--- config.mk ---
export PLATFORM = sky130hd
export DESIGN_NAME = i2c_dual_slave
export DESIGN_NICKNAME = d
export VERILOG_FILES = /design/src/hdl/i2c_port_pkg.sv /design/src/hdl/byte_fifo.sv /design/src/hdl/i2c_dual_slave.sv
export SDC_FILE = /design/constraint.sdc
export NUM_CORES = 1
export LEC_CHECK = 0
export BUFFER_PORTS_ARGS = -buffer_cell sky130_fd_sc_hd__buf_2
export CAP_MARGIN = 20
export CORE_MARGIN = 4
export CORE_UTILIZATION = 45
export DETAILED_ROUTE_END_ITERATION = 10
export SLEW_MARGIN = 20
export SYNTH_ARGS = -nofsm -noshare
export SYNTH_HDL_FRONTEND = slang
export SYNTH_SLANG_ARGS = --single-unit
--- constraint.sdc ---
create_clock -name clk -period 5.9 [get_ports clk]
set_clock_uncertainty 0.1 [all_clocks]
set_input_delay 1.18 -clock clk [delete_from_list [all_inputs] [get_ports clk]]
set_output_delay 1.18 -clock clk [all_outputs]
set_load 0.1 [all_outputs]
--- src/hdl/i2c_port_pkg.sv ---
// Shared constants, types and states of the two-wire dual-target slave port
package i2c_port_pkg;

  // ----------------------------------------------------------------------
  // Widths and limits
  // ----------------------------------------------------------------------
  localparam int MEM_AW = 15;
  localparam int REG_AW = 8;
  localparam int FIFO_DEPTH = 16;
  localparam logic [7:0] REG_ADDR_MAX = 8'h18;
  localparam logic [3:0] BYTE_BITS = 4'h8;

  // ----------------------------------------------------------------------
  // Reset values
  // ----------------------------------------------------------------------
  localparam logic [MEM_AW-1:0] MEM_ADDR_RST = 15'h0000;
  localparam logic [REG_AW-1:0] REG_ADDR_RST = 8'h00;

  // ----------------------------------------------------------------------
  // Slave address byte fields and high address byte width
  // ----------------------------------------------------------------------
  localparam int SA_TYPE_HI = 7;
  localparam int SA_TYPE_LO = 4;
  localparam int SA_SEL_HI = 2;
  localparam int SA_SEL_LO = 1;
  localparam int SA_RW = 0;
  localparam int HI_BYTE_BITS = 7;

  // ----------------------------------------------------------------------
  // Types
  // ----------------------------------------------------------------------
  typedef enum logic [2:0] {
    ST_IDLE = 3'b000,
    ST_SLV  = 3'b001,
    ST_AHI  = 3'b010,
    ST_ALO  = 3'b011,
    ST_WR   = 3'b100,
    ST_RD   = 3'b101
  } port_state_t;

  typedef struct packed {
    logic to_reg;
    logic [MEM_AW-1:0] addr;
    logic [7:0] data;
  } wr_item_t;

endpackage

--- src/hdl/byte_fifo.sv ---
// Small synchronous FIFO with valid/ready on both sides
`timescale 1ns/1ns
module byte_fifo #(
  parameter int WIDTH = 24,
  parameter int DEPTH = 16
) (
  // Clock and reset
  input wire logic clk,
  input wire logic rst_n,
  // Fill side
  input wire logic in_valid,
  output logic in_ready,
  input wire logic [WIDTH-1:0] in_data,
  // Drain side
  output logic out_valid,
  input wire logic out_ready,
  output logic [WIDTH-1:0] out_data
);
  localparam int PW = $clog2(DEPTH);

  logic [WIDTH-1:0] mem [DEPTH];
  logic [PW:0] wptr;
  logic [PW:0] rptr;
  logic [PW:0] fill;

  // Extra pointer bit tells full from empty
  assign fill = wptr - rptr;
  assign in_ready = (fill != (PW+1)'(DEPTH));
  assign out_valid = (fill != '0);
  assign out_data = mem[rptr[PW-1:0]];

  always_ff @(posedge clk) begin
    if (in_valid && in_ready) begin
      mem[wptr[PW-1:0]] <= in_data;
    end
  end

  always_ff @(posedge clk or negedge rst_n) begin
    if (!rst_n) begin
      wptr <= '0;
    end else if (in_valid && in_ready) begin
      wptr <= wptr + 1'b1;
    end
  end

  always_ff @(posedge clk or negedge rst_n) begin
    if (!rst_n) begin
      rptr <= '0;
    end else if (out_valid && out_ready) begin
      rptr <= rptr + 1'b1;
    end
  end

endmodule

--- src/hdl/i2c_dual_slave.sv ---
// Two-wire slave port serving a memory target and a companion register target
`timescale 1ns/1ns
module i2c_dual_slave #(
  parameter logic [3:0] MEM_TYPE = 4'h6, // Arbitrary value
  parameter logic [3:0] REG_TYPE = 4'h9, // Arbitrary value
  parameter int FIFO_DEPTH = i2c_port_pkg::FIFO_DEPTH
) (
  // Clock and supply-level reset
  input wire logic clk,
  input wire logic rst_n,
  // Bus pins
  input wire logic scl_in,
  input wire logic sda_in,
  output logic sda_out,
  output logic sda_oe,
  // Device select straps
  input wire logic [1:0] dev_sel,
  // Read side toward memory and registers
  output logic [i2c_port_pkg::MEM_AW-1:0] mem_addr,
  output logic [i2c_port_pkg::REG_AW-1:0] reg_addr,
  output logic rd_is_reg,
  input wire logic [7:0] mem_rdata,
  input wire logic [7:0] reg_rdata,
  // Write stream toward memory and registers
  output logic wr_valid,
  input wire logic wr_ready,
  output i2c_port_pkg::wr_item_t wr_item
);
  // ----------------------------------------------------------------------
  // Pin synchronisers and bus condition detection
  // ----------------------------------------------------------------------
  logic scl_m, scl_s, scl_d;
  logic sda_m, sda_s, sda_d;
  logic [1:0] sel_m, sel_s;

  always_ff @(posedge clk or negedge rst_n) begin
    if (!rst_n) begin
      {scl_m, scl_s, scl_d} <= 3'h7;
      {sda_m, sda_s, sda_d} <= 3'h7;
      sel_m <= 2'h0;
      sel_s <= 2'h0;
    end else begin
      {scl_m, scl_s, scl_d} <= {scl_in, scl_m, scl_s};
      {sda_m, sda_s, sda_d} <= {sda_in, sda_m, sda_s};
      sel_m <= dev_sel;
      sel_s <= sel_m;
    end
  end

  logic scl_rise, scl_fall, start_det, stop_det;
  assign scl_rise = scl_s & ~scl_d;
  assign scl_fall = ~scl_s & scl_d;
  assign start_det = scl_s & scl_d & sda_d & ~sda_s;
  assign stop_det = scl_s & scl_d & ~sda_d & sda_s;

  // ----------------------------------------------------------------------
  // Byte engine state
  // ----------------------------------------------------------------------
  i2c_port_pkg::port_state_t state;
  logic [3:0] bcnt;
  logic ack_phase;
  logic [7:0] shift;
  logic [7:0] addr_hi;
  logic rw;
  logic nacked;
  logic fifo_in_ready;

  logic ack_begin, ack_end, sa_match, reg_bad, push, give_ack;
  logic load_mem, load_reg, inc;
  logic [7:0] rd_byte;
  logic [3:0] sa_type;

  assign sa_type = shift[i2c_port_pkg::SA_TYPE_HI:i2c_port_pkg::SA_TYPE_LO];
  assign ack_begin = scl_fall & ~ack_phase & (bcnt == i2c_port_pkg::BYTE_BITS)
                     & (state != i2c_port_pkg::ST_IDLE);
  assign ack_end = scl_fall & ack_phase;
  assign sa_match = ((sa_type == MEM_TYPE) || (sa_type == REG_TYPE))
                    && (shift[i2c_port_pkg::SA_SEL_HI:i2c_port_pkg::SA_SEL_LO] == sel_s);
  assign reg_bad = (state == i2c_port_pkg::ST_AHI) && rd_is_reg
                   && (shift > i2c_port_pkg::REG_ADDR_MAX);
  // Commit only once all eight bits are in; a full FIFO refuses the byte
  assign push = ack_begin && (state == i2c_port_pkg::ST_WR) && fifo_in_ready;
  assign load_mem = ack_begin && (state == i2c_port_pkg::ST_ALO);
  assign load_reg = ack_begin && (state == i2c_port_pkg::ST_AHI) && rd_is_reg && !reg_bad;
  assign inc = push || (ack_begin && (state == i2c_port_pkg::ST_RD));
  assign rd_byte = rd_is_reg ? reg_rdata : mem_rdata;
  assign give_ack = ack_begin && (
    ((state == i2c_port_pkg::ST_SLV) && sa_match) ||
    ((state == i2c_port_pkg::ST_AHI) && !reg_bad) ||
    (state == i2c_port_pkg::ST_ALO) || push);

  // Open-drain: only ever pulls low
  always_ff @(posedge clk or negedge rst_n) begin
    if (!rst_n) begin
      sda_out <= 1'b0;
    end else begin
      sda_out <= 1'b0;
    end
  end

  always_ff @(posedge clk or negedge rst_n) begin
    if (!rst_n) begin
      state <= i2c_port_pkg::ST_IDLE;
      bcnt <= 4'h0;
      ack_phase <= 1'b0;
      shift <= 8'h00;
      addr_hi <= 8'h00;
      rw <= 1'b0;
      rd_is_reg <= 1'b0;
      nacked <= 1'b0;
      sda_oe <= 1'b0;
    end else if (start_det) begin
      state <= i2c_port_pkg::ST_SLV;
      bcnt <= 4'h0;
      ack_phase <= 1'b0;
      sda_oe <= 1'b0;
    end else if (stop_det) begin
      state <= i2c_port_pkg::ST_IDLE;
      bcnt <= 4'h0;
      ack_phase <= 1'b0;
      sda_oe <= 1'b0;
    end else if (scl_rise && state != i2c_port_pkg::ST_IDLE) begin
      if (ack_phase) begin
        nacked <= sda_s;
      end else begin
        if (state != i2c_port_pkg::ST_RD) begin
          shift <= {shift[6:0], sda_s};
        end
        bcnt <= bcnt + 4'h1;
      end
    end else if (ack_begin) begin
      ack_phase <= 1'b1;
      sda_oe <= give_ack;
      // A refused byte leaves the line released until the next START
      if (!give_ack && state != i2c_port_pkg::ST_RD) begin
        state <= i2c_port_pkg::ST_IDLE;
        ack_phase <= 1'b0;
      end
      if (state == i2c_port_pkg::ST_SLV) begin
        rd_is_reg <= (sa_type == REG_TYPE);
        rw <= shift[i2c_port_pkg::SA_RW];
      end
      if (state == i2c_port_pkg::ST_AHI) begin
        addr_hi <= shift;
      end
    end else if (ack_end) begin
      ack_phase <= 1'b0;
      bcnt <= 4'h0;
      sda_oe <= 1'b0;
      unique case (state)
        i2c_port_pkg::ST_SLV: begin
          if (rw) begin
            state <= i2c_port_pkg::ST_RD;
            shift <= rd_byte;
            sda_oe <= ~rd_byte[7];
          end else begin
            state <= i2c_port_pkg::ST_AHI;
          end
        end
        i2c_port_pkg::ST_AHI: begin
          state <= rd_is_reg ? i2c_port_pkg::ST_WR : i2c_port_pkg::ST_ALO;
        end
        i2c_port_pkg::ST_ALO: begin
          state <= i2c_port_pkg::ST_WR;
        end
        i2c_port_pkg::ST_WR: begin
          state <= i2c_port_pkg::ST_WR;
        end
        i2c_port_pkg::ST_RD: begin
          if (nacked) begin
            state <= i2c_port_pkg::ST_IDLE;
          end else begin
            shift <= rd_byte;
            sda_oe <= ~rd_byte[7];
          end
        end
        default: begin
          state <= i2c_port_pkg::ST_IDLE;
        end
      endcase
    end else if (scl_fall && state == i2c_port_pkg::ST_RD && !ack_phase
                 && bcnt != 4'h0) begin
      sda_oe <= ~shift[6];
      shift <= {shift[6:0], 1'b0};
    end
  end

  // ----------------------------------------------------------------------
  // Current address latches, one per target
  // ----------------------------------------------------------------------
  always_ff @(posedge clk or negedge rst_n) begin
    if (!rst_n) begin
      mem_addr <= i2c_port_pkg::MEM_ADDR_RST;
    end else if (load_mem) begin
      mem_addr <= {addr_hi[i2c_port_pkg::HI_BYTE_BITS-1:0], shift};
    end else if (inc && !rd_is_reg) begin
      mem_addr <= mem_addr + 15'h0001;
    end
  end

  always_ff @(posedge clk or negedge rst_n) begin
    if (!rst_n) begin
      reg_addr <= i2c_port_pkg::REG_ADDR_RST;
    end else if (load_reg) begin
      reg_addr <= shift;
    end else if (inc && rd_is_reg) begin
      reg_addr <= reg_addr + 8'h01;
    end
  end

  // ----------------------------------------------------------------------
  // Write stream buffer
  // ----------------------------------------------------------------------
  i2c_port_pkg::wr_item_t item_in;
  assign item_in.to_reg = rd_is_reg;
  assign item_in.addr = rd_is_reg ? {7'h00, reg_addr} : mem_addr;
  assign item_in.data = shift;

  byte_fifo #(
    .WIDTH($bits(i2c_port_pkg::wr_item_t)),
    .DEPTH(FIFO_DEPTH)
  ) u_wr_fifo (
    .clk(clk),
    .rst_n(rst_n),
    .in_valid(ack_begin && state == i2c_port_pkg::ST_WR),
    .in_ready(fifo_in_ready),
    .in_data(item_in),
    .out_valid(wr_valid),
    .out_ready(wr_ready),
    .out_data(wr_item)
  );

  // ----------------------------------------------------------------------
  // Assertions
  // ----------------------------------------------------------------------
  property p_start_resets;
    @(posedge clk) disable iff (!rst_n)
    start_det |=> (state == i2c_port_pkg::ST_SLV) && (bcnt == 4'h0) && !sda_oe;
  endproperty
  a_start_resets: assert property (p_start_resets) else $error("START not honoured");

  property p_stop_idle;
    @(posedge clk) disable iff (!rst_n)
    stop_det |=> (state == i2c_port_pkg::ST_IDLE) && !sda_oe;
  endproperty
  a_stop_idle: assert property (p_stop_idle) else $error("STOP not honoured");

  property p_bad_reg_nack;
    @(posedge clk) disable iff (!rst_n)
    (ack_begin && reg_bad && !start_det && !stop_det) |=>
      (state == i2c_port_pkg::ST_IDLE) && !sda_oe && $stable(reg_addr);
  endproperty
  a_bad_reg_nack: assert property (p_bad_reg_nack) else $error("Bad register addr acked");

  property p_sel_mismatch;
    @(posedge clk) disable iff (!rst_n)
    (ack_begin && state == i2c_port_pkg::ST_SLV && !start_det && !stop_det
     && shift[i2c_port_pkg::SA_SEL_HI:i2c_port_pkg::SA_SEL_LO] != sel_s)
      |=> !sda_oe && (state == i2c_port_pkg::ST_IDLE);
  endproperty
  a_sel_mismatch: assert property (p_sel_mismatch) else $error("Foreign address acked");

  property p_write_ack;
    @(posedge clk) disable iff (!rst_n)
    (push && !start_det && !stop_det) |=> sda_oe && ack_phase;
  endproperty
  a_write_ack: assert property (p_write_ack) else $error("Data byte not acked");

  property p_commit_after_eighth;
    @(posedge clk) disable iff (!rst_n)
    push |-> (bcnt == 4'h8) && scl_fall && (state == i2c_port_pkg::ST_WR) ##1 wr_valid;
  endproperty
  a_commit_after_eighth: assert property (p_commit_after_eighth) else $error("Early commit");

  property p_mem_inc;
    @(posedge clk) disable iff (!rst_n)
    (inc && !rd_is_reg && !start_det && !stop_det) |=>
      mem_addr == $past(mem_addr) + 15'h0001;
  endproperty
  a_mem_inc: assert property (p_mem_inc) else $error("Memory address not incremented");

  property p_reg_inc;
    @(posedge clk) disable iff (!rst_n)
    (inc && rd_is_reg) |=> reg_addr == $past(reg_addr) + 8'h01;
  endproperty
  a_reg_inc: assert property (p_reg_inc) else $error("Register address not incremented");

  // Both address bytes land together, high byte's top bit dropped
  property p_mem_load;
    @(posedge clk) disable iff (!rst_n)
    load_mem |=>
      mem_addr == {$past(addr_hi[i2c_port_pkg::HI_BYTE_BITS-1:0]), $past(shift)};
  endproperty
  a_mem_load: assert property (p_mem_load) else $error("Memory address not loaded");

  property p_reg_keeps_mem;
    @(posedge clk) disable iff (!rst_n)
    (rd_is_reg && !load_mem) |=> $stable(mem_addr);
  endproperty
  a_reg_keeps_mem: assert property (p_reg_keeps_mem) else $error("Memory latch disturbed");

  property p_nack_release;
    @(posedge clk) disable iff (!rst_n)
    (ack_end && state == i2c_port_pkg::ST_RD && nacked && !start_det && !stop_det)
      |=> (!sda_oe && state != i2c_port_pkg::ST_RD) [*8];
  endproperty
  a_nack_release: assert property (p_nack_release) else $error("Line driven after nack");

  property p_read_first_bit;
    @(posedge clk) disable iff (!rst_n)
    (ack_end && state == i2c_port_pkg::ST_SLV && rw && !start_det && !stop_det)
      |=> (state == i2c_port_pkg::ST_RD) && (sda_oe == ~$past(rd_byte[7]));
  endproperty
  a_read_first_bit: assert property (p_read_first_bit) else $error("Read did not start");

  c_mem_write: cover property (@(posedge clk) disable iff (!rst_n) push && !rd_is_reg);
  c_reg_write: cover property (@(posedge clk) disable iff (!rst_n) push && rd_is_reg);
  c_read_acked: cover property (@(posedge clk) disable iff (!rst_n)
    ack_end && state == i2c_port_pkg::ST_RD && !nacked);
  c_bad_reg: cover property (@(posedge clk) disable iff (!rst_n) ack_begin && reg_bad);

endmodule

Yosys cells after proc, flatten, opt, wreduce, memory -nomap -nowiden. Memory sizes are Yosys's and may differ from the RTL's. Cells that the tools add are included.

Mux-type cells: 48. Bitwise operators: 21. Reductions and logical operators: 48. Add/subtract/negate cells: 6. Equality and inequality tests: 22. Magnitude comparators: 1.

Operators by type and width (count): 8-bit two-way mux (11); 15-bit two-way mux (3); 3-bit two-way mux (9); 4-bit two-way mux (6); 1-bit logical AND (21); 1-bit two-way mux (16); 4-bit by 3-bit != test with 1-bit output (second input constant) (4); 8-bit case mux with 2 select lines (1); 15-bit by 1-bit adder with 15-bit output (second input constant) (1); 3-bit case mux with 4 select lines (1); 4-bit nonzero test (3); 1-bit bitwise AND (11); 5-bit by 1-bit adder with 5-bit output (second input constant) (2); 5-bit != test (second input constant) (2); 1-bit NOT (10); 5-bit AND reduction (2); 5-bit nonzero test (2); 9-bit AND reduction (1); 8-bit by 1-bit adder with 8-bit output (second input constant) (1); 4-bit == test (second input constant) (2); 8-bit by 5-bit greater-than comparator with 1-bit output (second input constant) (1); 4-bit AND reduction (2); 3-bit by 2-bit == test with 1-bit output (second input constant) (2); 3-bit == test (second input constant) (2); 18 further kinds (30).

Memory bits (writable): 384. Input port bits: 23. Bits in registers: 70. Memories: 1. Output and inout port bits: 51.

Memories: u_wr_fifo.mem (depth 16, width 24, read ports 1, clocked after Yosys merged registers in 0, write ports 1, line byte_fifo.sv:21) `logic [WIDTH-1:0] mem [DEPTH];`.

Longest topological paths before layout.
Depth after elaboration: 16. Depth in mapped cells: 12.

Hierarchy. A second synthesis with hierarchy kept.

Cell total of the unflattened synthesis: 1120. Area total of the unflattened synthesis: 18936.9 um^2.

Modules (own cells, without submodules): byte_fifo (times used 1, cells an instance 750, area each 15373.5 um^2); i2c_dual_slave (times used 1, cells an instance 370, area each 3563.4 um^2).

Least setup slack after synthesis. Ideal clock, no wire load.

Path type: register to register. From: reg u_wr_fifo.rptr[1]. To: mem u_wr_fifo.mem[3][0], enable pin. Slack: 0.904 ns. Arrival time: 4.461 ns. Data required time: 5.365 ns. Path buffers: 4. Stages on the path, launching flop included: 13. Library setup time: 0.435 ns. Path through: dfrtp_1 clkbuf_1 clkbuf_1 clkbuf_1 inv_1 ha_1 and3b_4 o21ai_0 o22ai_2 a211oi_1 buf_2 nand2_1 nor3_1.

Word-level cells in the longest chain between the ends: 5.

RTL lines: start: declaration (line byte_fifo.sv:23) `logic [PW:0] rptr;`; start signal: assignment (line byte_fifo.sv:50) `rptr <= rptr + 1'b1;`; 5-bit subtractor (line byte_fifo.sv:27) `assign fill = wptr - rptr;`; 5-bit != test (line byte_fifo.sv:28) `assign in_ready = (fill != (PW+1)'(DEPTH));`; 1-bit logical AND (line byte_fifo.sv:33) `if (in_valid && in_ready) begin`; 1-bit two-way mux (line byte_fifo.sv:33); 1-bit two-way mux (not written as such) (line byte_fifo.sv:34) `mem[wptr[PW-1:0]] <= in_data;`; end: declaration (line byte_fifo.sv:21).

No other way between the ends.

==> flow_summary.ini <==
[sta]
period_share = 0.788
hold_slack_ns = 0.247
finalSetupViolations = 0
fmax_mhz = 215
fin_tns_setup_ns = 0
slew_headroom = 0.274
fin_crit_ns = 4.65
maxSlewViolCount = 0
setup_ws_ns = 1.25
hold_violations = 0
worstMarginPinSlew_ns = 1.09
rsz0062_at_grt = false

[min_path]
whs_endpoint = sel_s[0]$_DFF_PN0_
worstHoldPathCells = 0
hp-class = flip-flop to flip-flop
worstHoldStart = sel_m[0]$_DFF_PN0_

[placed_design]
dpl_worst_slack_ns = 1.77
port_buffers = 72
dp_cells = 1567
dp_hpwl_um = 23300
finalWeightedCongestion = 0.784
dpl_cell_area_um2 = 19800

[synthesis]
synth_cell_types = 65
async_reset_ff_frac = 0.154
yosys_register_bits = 454
synth_ff_type = edfxtp_1
avgSynthCellArea_um2 = 18.9
yosysSeqAreaShare = 0.715
syn_inst = 986
synth_edf_count = 384
yosys_warnings = 0
synth_area_um2 = 18600
syn_nets = 1022

[setup_path]
cp-start-kind = flip-flop
required_ns = 4.62
r2r_start = u_wr_fifo.rptr[1]$_DFFE_PN0P_
reg2reg_slack_ns = 1.84
crit_fanout = 43
r2r_end = u_wr_fifo.mem[12][19]$_DFFE_PP_
cp.arrival_ns = 3.37
critPathKind = flip-flop to primary output
worstSetupEndpointType = primary output
r2r.worst_path.cells = 9

[grt]
grt_pass1_wl_um = 62700
grt_pass1_vias = 10100
grt_usage = 0.188
grt_max_degree = 71
antenna_found_initial = 0
grt_overflow = 0

[clocking]
hold_buffers = 0
cts_setup_buffers = 0
insertion_delay_ns = 0.57
cts_tree = yes
clock_sinks = 454
cts_buffers = 48
cts.htree.levels = 2
cts_resized = 0
path_clk_slew_ns = 0.06
ctsRootBufferMaster = clkbuf_16
cts_buffer_depth = 3

[cells_and_area]
largest_reg_flops = 384
fin_nets = 1121
nFillCells = 3305
final_cells = 1653
syn_to_final_growth_pct = 14.4
design_area_um2 = 21300
layout-drive-gt1-share = 0.312
antennaDiodeCount = 0

[floorplanning]
die_h_um = 211
rows = 74
dieArea_um2 = 44600
initial_core_util = 0.455
io_pins = 74
core_um2 = 40800
die_w_um = 211

[pwr]
power.density_nw_per_um2 = 391
ir_worst_vdd_mv = 0.196
power.leakage_uw = 0.00755

[run]
cap_violations = 0

[routing]
dr.first_iter.drc_count = 797
antenna_left = 0
avgRoutedWirePerCell_um = 25.1
drc_errors = 0
via_per_inst = 5.79
drt_first_pass_iters = 5
num_vias = 9567
wl_um = 41500

[outcome]
outcome = complete, no violations
==> worst max-delay path: stages, from the launching register on <==
cell	delay (ns)
dfrtp_4	1.02
buf_12	0.36
mux4_2	0.54
mux4_2	0.51
buf_2	0.32
==> how the worst max path moves through the flow <==
stage | startpoint | endpoint | slack (ns) | cells past startpoint
2_1_floorplan | u_wr_fifo.rptr[1]$_DFFE_PN0P_ | u_wr_fifo.mem[3][0]$_DFFE_PP_ | 0.90 | 12
3_3_place_gp | u_wr_fifo.rptr[0]$_DFFE_PN0P_ | wr_item[23] | 1.78 | 4
3_5_place_dp | u_wr_fifo.rptr[0]$_DFFE_PN0P_ | wr_item[23] | 1.77 | 4
4_1_cts | u_wr_fifo.rptr[0]$_DFFE_PN0P_ | wr_item[23] | 1.13 | 4
5_1_grt | u_wr_fifo.rptr[0]$_DFFE_PN0P_ | wr_item[23] | 1.07 | 4
6_report | u_wr_fifo.rptr[0]$_DFFE_PN0P_ | wr_item[23] | 1.25 | 4
==> power breakdown <==
part           total [µW]  switching (µW)  internal, µW
registers            3830             296          3540
clock network        2870            1210          1660
logic                1610             939           670
==> kinds of logic after synthesis <==
| group | synth area share |
|---|---|
| buffers and inverters | 0.0167 |
| muxes | 0.170 |
| DFF | 0.715 |
| other | 0.000202 |
| AOI/OAI and AO/OA | 0.0365 |
| adders and majority gates | 0.00875 |
| and+or+nand+nor | 0.0455 |
| xor gates and xnor gates | 0.00707 |
==> cell usage after synthesis (all sizes together), types with 3 or more instances <==
cell type / instances / share of area
nand4: 4 / 0.0013
or2: 7 / 0.0024
edfxtp: 384 / 0.62
and3: 4 / 0.0013
a32oi: 4 / 0.0019
clkbuf: 20 / 0.0040
dfrtp: 64 / 0.086
xnor2: 14 / 0.0066
and2: 5 / 0.0017
nand2b: 3 / 0.0010
nor2: 39 / 0.0080
mux4: 120 / 0.15
buf: 26 / 0.0072
nor3b: 3 / 0.0012
or3: 4 / 0.0013
mux2i: 15 / 0.0081
mux2: 27 / 0.017
nor2b: 12 / 0.0040
a211oi: 4 / 0.0023
o21ai: 43 / 0.012
a211o: 4 / 0.0019
a221o: 5 / 0.0027
inv: 27 / 0.0055
nand3: 13 / 0.0042
dfstp: 6 / 0.0085
a21oi: 13 / 0.0035
nor3: 14 / 0.0038
a31oi: 5 / 0.0017
ha: 13 / 0.0087
a22oi: 4 / 0.0016
nand2: 49 / 0.0099
o22ai: 3 / 0.0013
==> through the flow <==
stage / util / total power [µW]
global placement: 0.483 / 5530
finish: 0.521 / 8310
global route: 0.521 / 8650
floorplan: - / 5130
CTS: 0.521 / 8420
detailed placement: 0.484 / 5540
==> metal layers <==
layer  vias to the layer above  track usage  share of wire
met2                       232        0.304           0.49
met3                        66       0.0290          0.045
li1                       4171            -              -
met1                      5098        0.269           0.45
met5                         -            0              0
met4                         0       0.0519          0.019
==> cell usage in the layout (no fill, tap or decap), drive strengths merged, types with 3 or more instances in the layout <==
cell type,synthesis,final
bufinv,0,3
and3,4,4
mux4,120,120
inv,27,30
a31oi,5,5
mux2i,15,15
buf,26,95
a22oi,4,4
or2,7,7
nand2,49,49
nor2b,12,12
and2,5,5
clkinv,0,19
nor3,14,14
xnor2,14,14
nand3,13,13
nor2,39,39
nand2b,3,3
a211oi,4,4
nand4,4,4
a221o,5,5
clkbuf,20,58
dfrtp,64,64
dfstp,6,6
nor3b,3,3
a32oi,4,4
or3,4,4
edfxtp,384,384
a21oi,13,13
mux2,27,27
clkinvlp,0,3
a211o,4,4
o21ai,43,43
ha,13,13
o22ai,3,3
==> cell type report <==
type	instances	area, µm²	share of cell area
clock buffer	58	1270	0.0597
clock inverter	28	225	0.0106
inverter	27	101	0.00477
multi-input combinational	459	5100	0.240
sequential	454	13300	0.625
tap	532	666	0.0313
timing repair buffer	95	598	0.0281
(Power assumes the default switching activity.)
